$ cat src/rtl/edm_pkg.sv
package edm_pkg;

    // ****************************************************************
    // timing
    // ****************************************************************
    localparam int unsigned CLK_PERIOD_PS       = 8000;
    localparam int unsigned OPEN_LIMIT_MAX_MS   = 350;
    localparam int unsigned CLOSE_LIMIT_MS      = 100;
    localparam longint unsigned PS_PER_MS       = 64'd1000000000;
    localparam int unsigned OPEN_LIMIT_MAX_CYC  =
        int'((OPEN_LIMIT_MAX_MS * PS_PER_MS) / CLK_PERIOD_PS);
    localparam int unsigned CLOSE_LIMIT_CYC     =
        int'((CLOSE_LIMIT_MS * PS_PER_MS) / CLK_PERIOD_PS);
    localparam int unsigned TIMER_W             = 26;

    // ****************************************************************
    // reset values
    // ****************************************************************
    localparam logic [2:0] SYNC_RST  = 3'h0;
    localparam logic       OUT_RST   = 1'b0;

    typedef enum logic [1:0] {
        MON_NONE    = 2'b00,
        MON_ONE_CH  = 2'b01,
        MON_ABSENT  = 2'b10
    } edm_mode_t;

    typedef enum logic [2:0] {
        ST_OFF      = 3'b000,
        ST_ON_WAIT  = 3'b001,
        ST_ON       = 3'b010,
        ST_OFF_WAIT = 3'b011,
        ST_FAULT    = 3'b100
    } edm_state_t;

    typedef struct packed {
        logic pair_on;
        logic fault;
        logic restart_blocked;
    } edm_status_t;

endpackage

$ cat src/rtl/edm_check.sv
`timescale 1ns/1ps
module edm_check #(
    parameter int unsigned OPEN_LIMIT_CYC = edm_pkg::OPEN_LIMIT_MAX_CYC,
    parameter int unsigned CLOSE_CYC      = edm_pkg::CLOSE_LIMIT_CYC
) (
    input  wire logic              MCLK,
    input  wire logic              RESET_N,
    input  wire edm_pkg::edm_mode_t MON_MODE,
    input  wire logic              SAFE_REQ,
    input  wire logic              RESTART_REQ,
    input  wire logic              MONITOR_FB,
    input  wire logic              FAULT_CLEAR,
    output logic                   SAFETY_OUTPUT_PAIR_1,
    output logic                   SAFETY_OUTPUT_PAIR_2,
    output edm_pkg::edm_status_t   STATUS
);
    import edm_pkg::*;

    // ****************************************************************
    // input conditioning
    // ****************************************************************
    logic fb_closed;
    logic restart_s;
    logic clear_s;

    // chain level, high while every contact is closed
    edm_sync u_sync_fb (
        .clk   (MCLK),
        .rst_n (RESET_N),
        .din   (MONITOR_FB),
        .dout  (fb_closed)
    );

    // restart switch, only its rising edge is used
    edm_sync u_sync_rst (
        .clk   (MCLK),
        .rst_n (RESET_N),
        .din   (RESTART_REQ),
        .dout  (restart_s)
    );

    // fault clear, acted on as a level
    edm_sync u_sync_clr (
        .clk   (MCLK),
        .rst_n (RESET_N),
        .din   (FAULT_CLEAR),
        .dout  (clear_s)
    );

    // ****************************************************************
    // state and timer
    // ****************************************************************
    edm_state_t         state_ff;
    edm_state_t         nxt_state;
    logic [TIMER_W-1:0] timer_ff;
    logic [TIMER_W-1:0] nxt_timer;
    logic               restart_d_ff;

    // ****************************************************************
    // window limits
    // ****************************************************************
    // a larger setting is clamped so the open window never grows past its ceiling
    localparam int unsigned OPEN_EFF =
        (OPEN_LIMIT_CYC > OPEN_LIMIT_MAX_CYC) ? OPEN_LIMIT_MAX_CYC : OPEN_LIMIT_CYC;
    localparam logic [TIMER_W-1:0] OPEN_LIM  = TIMER_W'(OPEN_EFF);
    localparam logic [TIMER_W-1:0] CLOSE_LIM = TIMER_W'(CLOSE_CYC);

    // ****************************************************************
    // mode decode
    // ****************************************************************
    wire checking     = (MON_MODE == MON_ONE_CH);
    wire timer_done   = checking ? 1'b0 : 1'b1;

    // ****************************************************************
    // restart qualification
    // ****************************************************************
    wire restart_edge = restart_s & ~restart_d_ff;
    // variant: open chain in series with restart blocks it
    wire restart_ok   = (MON_MODE == MON_ABSENT) ? (restart_edge & fb_closed)
                                                 : restart_edge;
    wire close_ok     = ~checking | fb_closed;

    // ****************************************************************
    // window checks
    // ****************************************************************
    wire open_late    = checking & fb_closed & (timer_ff >= OPEN_LIM);
    wire close_late   = checking & ~fb_closed & (timer_ff >= CLOSE_LIM);

    // ****************************************************************
    // state machine
    // ****************************************************************
    always_comb begin
        nxt_state = state_ff;
        nxt_timer = timer_ff + TIMER_W'(1);
        case (state_ff)
            // idle: request, restart edge and, except in MON_NONE, closed chain
            ST_OFF: begin
                nxt_timer = '0;
                if (SAFE_REQ && restart_ok && close_ok) begin
                    nxt_state = ST_ON_WAIT;
                end
            end

            // pair on, chain must open in time
            ST_ON_WAIT: begin
                if (!SAFE_REQ) begin
                    nxt_state = ST_OFF_WAIT;
                    nxt_timer = '0;
                end else if (timer_done || !fb_closed) begin
                    nxt_state = ST_ON;
                end else if (open_late) begin
                    nxt_state = ST_FAULT;
                end
            end

            // pair on, chain seen open (MON_ONE_CH) or not checked (other modes)
            ST_ON: begin
                if (!SAFE_REQ) begin
                    nxt_state = ST_OFF_WAIT;
                    nxt_timer = '0;
                end
            end

            // pair off, chain must reclose in time
            ST_OFF_WAIT: begin
                if (timer_done || fb_closed) begin
                    nxt_state = ST_OFF;
                end else if (close_late) begin
                    nxt_state = ST_FAULT;
                end
            end

            // latched until cleared
            ST_FAULT: begin
                nxt_timer = '0;
                if (clear_s) begin
                    nxt_state = ST_OFF;
                end
            end
            default: begin
                nxt_state = ST_FAULT;
                nxt_timer = '0;
            end
        endcase
    end

    // ****************************************************************
    // next values of the registered outputs
    // ****************************************************************
    wire pair_next    = (nxt_state == ST_ON_WAIT) || (nxt_state == ST_ON);
    wire fault_next   = (nxt_state == ST_FAULT);
    // turn-on wanted while the chain is seen open, in MON_ONE_CH mode only
    wire blocked_next = (nxt_state == ST_OFF) && SAFE_REQ && !close_ok;

    // ****************************************************************
    // state registers
    // ****************************************************************
    always_ff @(posedge MCLK or negedge RESET_N) begin
        if (!RESET_N) begin
            state_ff <= ST_OFF;
        end else begin
            state_ff <= nxt_state;
        end
    end

    always_ff @(posedge MCLK or negedge RESET_N) begin
        if (!RESET_N) begin
            timer_ff <= '0;
        end else begin
            timer_ff <= nxt_timer;
        end
    end

    always_ff @(posedge MCLK or negedge RESET_N) begin
        if (!RESET_N) begin
            restart_d_ff <= 1'b0;
        end else begin
            restart_d_ff <= restart_s;
        end
    end

    // ****************************************************************
    // output registers
    // ****************************************************************
    always_ff @(posedge MCLK or negedge RESET_N) begin
        if (!RESET_N) begin
            SAFETY_OUTPUT_PAIR_1 <= OUT_RST;
        end else begin
            SAFETY_OUTPUT_PAIR_1 <= pair_next;
        end
    end

    always_ff @(posedge MCLK or negedge RESET_N) begin
        if (!RESET_N) begin
            SAFETY_OUTPUT_PAIR_2 <= OUT_RST;
        end else begin
            SAFETY_OUTPUT_PAIR_2 <= pair_next;
        end
    end

    always_ff @(posedge MCLK or negedge RESET_N) begin
        if (!RESET_N) begin
            STATUS <= '0;
        end else begin
            STATUS.pair_on         <= pair_next;
            STATUS.fault           <= fault_next;
            STATUS.restart_blocked <= blocked_next;
        end
    end
endmodule

$ cat src/rtl/edm_sync.sv
`timescale 1ns/1ps
module edm_sync (
    input  wire logic clk,
    input  wire logic rst_n,
    input  wire logic din,
    output logic      dout
);
    import edm_pkg::*;

    logic [2:0] sh_ff;

    // ****************************************************************
    // three stages; level accepted when the last two agree
    // ****************************************************************
    always_ff @(posedge clk or negedge rst_n) begin
        if (!rst_n) begin
            sh_ff <= SYNC_RST;
            dout  <= 1'b0;
        end else begin
            sh_ff <= {sh_ff[1:0], din};
            if (sh_ff[1] == sh_ff[2]) begin
                dout <= sh_ff[2];
            end
        end
    end
endmodule
$ cat config.mk
export PLATFORM = sky130hd
export DESIGN_NAME = edm_check
export DESIGN_NICKNAME = d
export VERILOG_FILES = /design/src/rtl/edm_pkg.sv /design/src/rtl/edm_check.sv /design/src/rtl/edm_sync.sv
export SDC_FILE = /design/constraint.sdc
export NUM_CORES = 1
export LEC_CHECK = 0
export BUFFER_PORTS_ARGS = -buffer_cell sky130_fd_sc_hd__buf_4
export CAP_MARGIN = 30
export CORE_ASPECT_RATIO = 0.8
export CORE_UTILIZATION = 40
export CTS_BUF_LIST = sky130_fd_sc_hd__clkbuf_2
export CTS_CLUSTER_DIAMETER = 200
export DETAILED_ROUTE_END_ITERATION = 10
export SLEW_MARGIN = 20
export SYNTH_ARGS = -nofsm -noshare
export SYNTH_HDL_FRONTEND = slang
export SYNTH_SLANG_ARGS = --single-unit
$ cat constraint.sdc
create_clock -name MCLK -period 3.4 [get_ports MCLK]
set_clock_uncertainty 0.05 [all_clocks]
set_input_delay 0.17 -clock MCLK [delete_from_list [all_inputs] [get_ports MCLK]]
set_output_delay 0.17 -clock MCLK [all_outputs]
set_load 0.05 [all_outputs]
==> impl_metrics.ini <==
[outcome]
status = complete, no violations

[job]
drv.max_cap_violation_count = 0

[clock_tree]
clk_pin_slew_worst_paths_ns = 0.22
clock_sink_count = 45
cts_repair_resize_count = 0
clock_tree.htree_level_count = 2
tritoncts.num_buffers = 5
cts-root-buf = sky130_fd_sc_hd__clkbuf_2
worstSkewPairLatency_ns = 0.39
ctsLongestPathBuffers = 2
ctsHoldBuffers = 5
postCtsSetupBuffers = 0
cts_tree = yes

[floorplan]
initial_utilization_pct = 42.1
die_width_um = 83.6
die_h_um = 67.3
fp-row-count = 23
core_region_area_um2 = 5060
dieArea_um2 = 5620
boundaryPins = 13

[placed_design]
portBuffers = 12
detailed_place_hpwl_um = 2490
dpl_worst_slack_ns = 1.47
place_inst = 268
gpl.final_weighted_congestion = 0.822

[finish]
post_route_cells_drive_above_1_share_pct = 16.4
layout-area-overhead-vs-synth_pct = 10.9
final_net_count = 228
antenna_cells_inserted = 0
nFillCells = 472
finalNonFillerCells = 281

[route]
routed_via_density = 5.10
route.vias.total = 1432
detail_route.wl_per_cell_um = 13.3
postRouteAntennaNets = 0
drt_pass1_iterations = 4
drt_iter0_markers = 94
route.detailed.drc = 0
wirelength_um = 3740

[worst_setup_path]
crit_path_max_fanout = 6
arrival_ns = 2.20
timing.critical_path.required_ns = 3.62
worst_setup_path_start_kind = flop
cp-end-kind = flop
worst-r2r-cell-count = 6
criticalPathCategory = reg2reg

[logic_synthesis]
synth-xor-area-share_pct = 9.04
synth-seq-area-share_pct = 52.8
fraction_of_the_mapped_netlist_area_in_compound_gates_pct = 8.16
synth_top_family_by_area = simple AND/OR/NAND/NOR gates
synth_simple_gate_area_share_pct = 24.4
post_synth_fa_ha_maj_area_fraction_pct = 2.58
postSynthCellCount = 199
yosys.cell_types.count = 43
postSynth.asyncResetShare_pct = 100
ys_ff_latch = 45
ys_dominant_reg_cell = sky130_fd_sc_hd__dfrtp_1
syn-cell-area_um2 = 2130
synth_area_per_cell_um2 = 10.7
synth_nets = 209
synth.mux.area_fraction_pct = 0.470
synth-edff-count = 0
yosysWarnings = 0

[sta]
fmax_mhz = 506
layout_worst_path_cycle_share_pct = 58.1
post-route-min-period_ns = 1.97
slew-limit-headroom_pct = 42.8
final_hold_viol_count = 0
setup_tns_ns = 0
setup_slack_ns = 1.43
rsz_0062_raised_after_global_routing = false
report.final.setup_viol = 0
drv_slew = 0
worstMarginPinSlew_ns = 0.858

[pwr]
sequentialPowerShare_pct = 54.7
worst_case_vdd_ir_drop_mv = 0.576
power_per_cell_area_nw_per_um2 = 485
cellInternalPower_mw = 0.731
power.share.combinational_pct = 25.7
netsw_mw = 0.416
power_frac_clock_pct = 19.6
total_leakage_power_nw = 1.06
power.share.switching_pct = 36.3

[grt]
overall_routing_resource_usage_pct = 14.8
antenna_found_initial = 0
first_global_vias = 1335
globalRoute.totalOverflow = 0
pin_count_of_the_biggest_net_entering_global_routing = 46
grt_pass1_wl_um = 6480

[min_path]
holdPathStages = 4
hold_path_class = in2reg
-- per-layer routing --
layer	share of wire (%)	wire (um)	up-vias	global-route usage (%)
li1	-	-	728	-
met2	39	1460	24	20.2
met5	0	0	-	0
met1	56	2110	678	22.4
met3	4.0	149	2	4.16
met4	0.45	17	0	5.08
-- cells in the mapped netlist, types with 2 or more instances --
library cell / count / area [um^2]
sky130_fd_sc_hd__dfrtp_1: 45 / 1130
sky130_fd_sc_hd__nor2_1: 28 / 105
sky130_fd_sc_hd__nand2_1: 16 / 60.1
sky130_fd_sc_hd__xor2_1: 15 / 131
sky130_fd_sc_hd__nand3_1: 9 / 45.0
sky130_fd_sc_hd__o21ai_0: 8 / 40.0
sky130_fd_sc_hd__inv_1: 7 / 26.3
sky130_fd_sc_hd__xnor2_1: 7 / 61.3
sky130_fd_sc_hd__a21oi_1: 6 / 30.0
sky130_fd_sc_hd__nand4_1: 6 / 37.5
sky130_fd_sc_hd__and3_2: 3 / 22.5
sky130_fd_sc_hd__clkbuf_1: 3 / 11.3
sky130_fd_sc_hd__maj3_1: 3 / 30.0
sky130_fd_sc_hd__nor2b_1: 3 / 18.8
sky130_fd_sc_hd__or3_1: 3 / 18.8
sky130_fd_sc_hd__a211o_1: 2 / 17.5
sky130_fd_sc_hd__and3_1: 2 / 12.5
sky130_fd_sc_hd__buf_4: 2 / 15.0
sky130_fd_sc_hd__ha_1: 2 / 25.0
sky130_fd_sc_hd__nand4_2: 2 / 25.0
sky130_fd_sc_hd__nand4b_1: 2 / 17.5
sky130_fd_sc_hd__nor3b_1: 2 / 15.0
sky130_fd_sc_hd__nor4_4: 2 / 42.5
sky130_fd_sc_hd__o211ai_1: 2 / 15.0
-- path summary, 6_finish.rpt --
check	endpoint	slack, ns	start
worst max-delay path	timer_ff[22]	1.43	timer_ff[0]
worst min-delay path	STATUS[0]	0.05	MON_MODE[1]
worst max register to register	timer_ff[22]	1.43	timer_ff[0]
worst min register to register	u_sync_fb.sh_ff[1]	0.33	u_sync_fb.sh_ff[0]
max in group asynchronous	timer_ff[11]	2.69	RESET_N
min in group asynchronous	state_ff[2]	0.22	RESET_N
-- cells by family (layout without fill, tap and decap cells) --
group / after synthesis / after routing
simple gates: 88 / 88
flops: 45 / 45
compound gates: 26 / 26
xor+xnor: 22 / 22
buf+inv: 12 / 32
fa+ha+maj: 5 / 5
mux: 1 / 1
-- stage by stage --
stage	hold WS (ns)	utilization, %	instance area (um^2)	total power [mW]
after floorplan	-0.176	-	2130	0.857
after global placement	0.160	44.9	2270	0.928
after detailed placement	0.166	44.9	2270	0.929
after CTS	0.0133	46.6	2360	1.16
after global routing	0.0435	46.6	2360	1.22
final	0.0454	46.6	2360	1.15
-- cells in the final DEF, fill, tap and decap left out, drive strengths merged, types with 3 or more instances in the layout --
cell / n
nand2: 16
dfrtp: 45
xnor2: 7
o211ai: 3
nor2b: 3
a211o: 3
and3: 5
nor2: 28
buf: 12
xor2: 15
nor4: 4
nand3: 10
or3: 4
maj3: 3
dlygate4sd3: 5
clkbuf: 8
nand4: 8
inv: 7
a21oi: 7
o21ai: 8
-- area by class of cell --
cell class	instances	area, um^2	share of cell area [%]
Sequential cell	45	1130	47.7
Multi-Input combinational cell	142	952	40.3
Timing Repair Buffer	17	140	5.93
Tap cell	62	77.6	3.28
Clock buffer	8	40.0	1.69
Inverter	7	26.3	1.11
-- sequential cells by signal, indices dropped and copies added, names as in the netlist --
name	flops
timer_ff	26
u_sync_rst.dout	1
u_sync_rst.sh_ff	3
u_sync_fb.dout	1
u_sync_clr.dout	1
STATUS	3
state_ff	3
u_sync_clr.sh_ff	3
u_sync_fb.sh_ff	3
restart_d_ff	1
-- power by group through the flow --
stage | registers (mW) | logic [mW] | clock network [mW]
4_1_cts | 0.626 | 0.299 | 0.238
5_1_grt | 0.634 | 0.324 | 0.260
2_1_floorplan | 0.648 | 0.210 | 0
3_5_place_dp | 0.635 | 0.294 | 0
6_report | 0.627 | 0.295 | 0.225
3_3_place_gp | 0.634 | 0.294 | 0
-- critical path: stages, from the launching register on --
cell                      delay, ns
sky130_fd_sc_hd__dfrtp_1       0.48
sky130_fd_sc_hd__ha_1          0.22
sky130_fd_sc_hd__nand3_1       0.23
sky130_fd_sc_hd__nor4_4        0.50
sky130_fd_sc_hd__nand4_1       0.16
sky130_fd_sc_hd__xor2_1        0.18
sky130_fd_sc_hd__nor2_1        0.05
(Power assumes the default switching activity.)
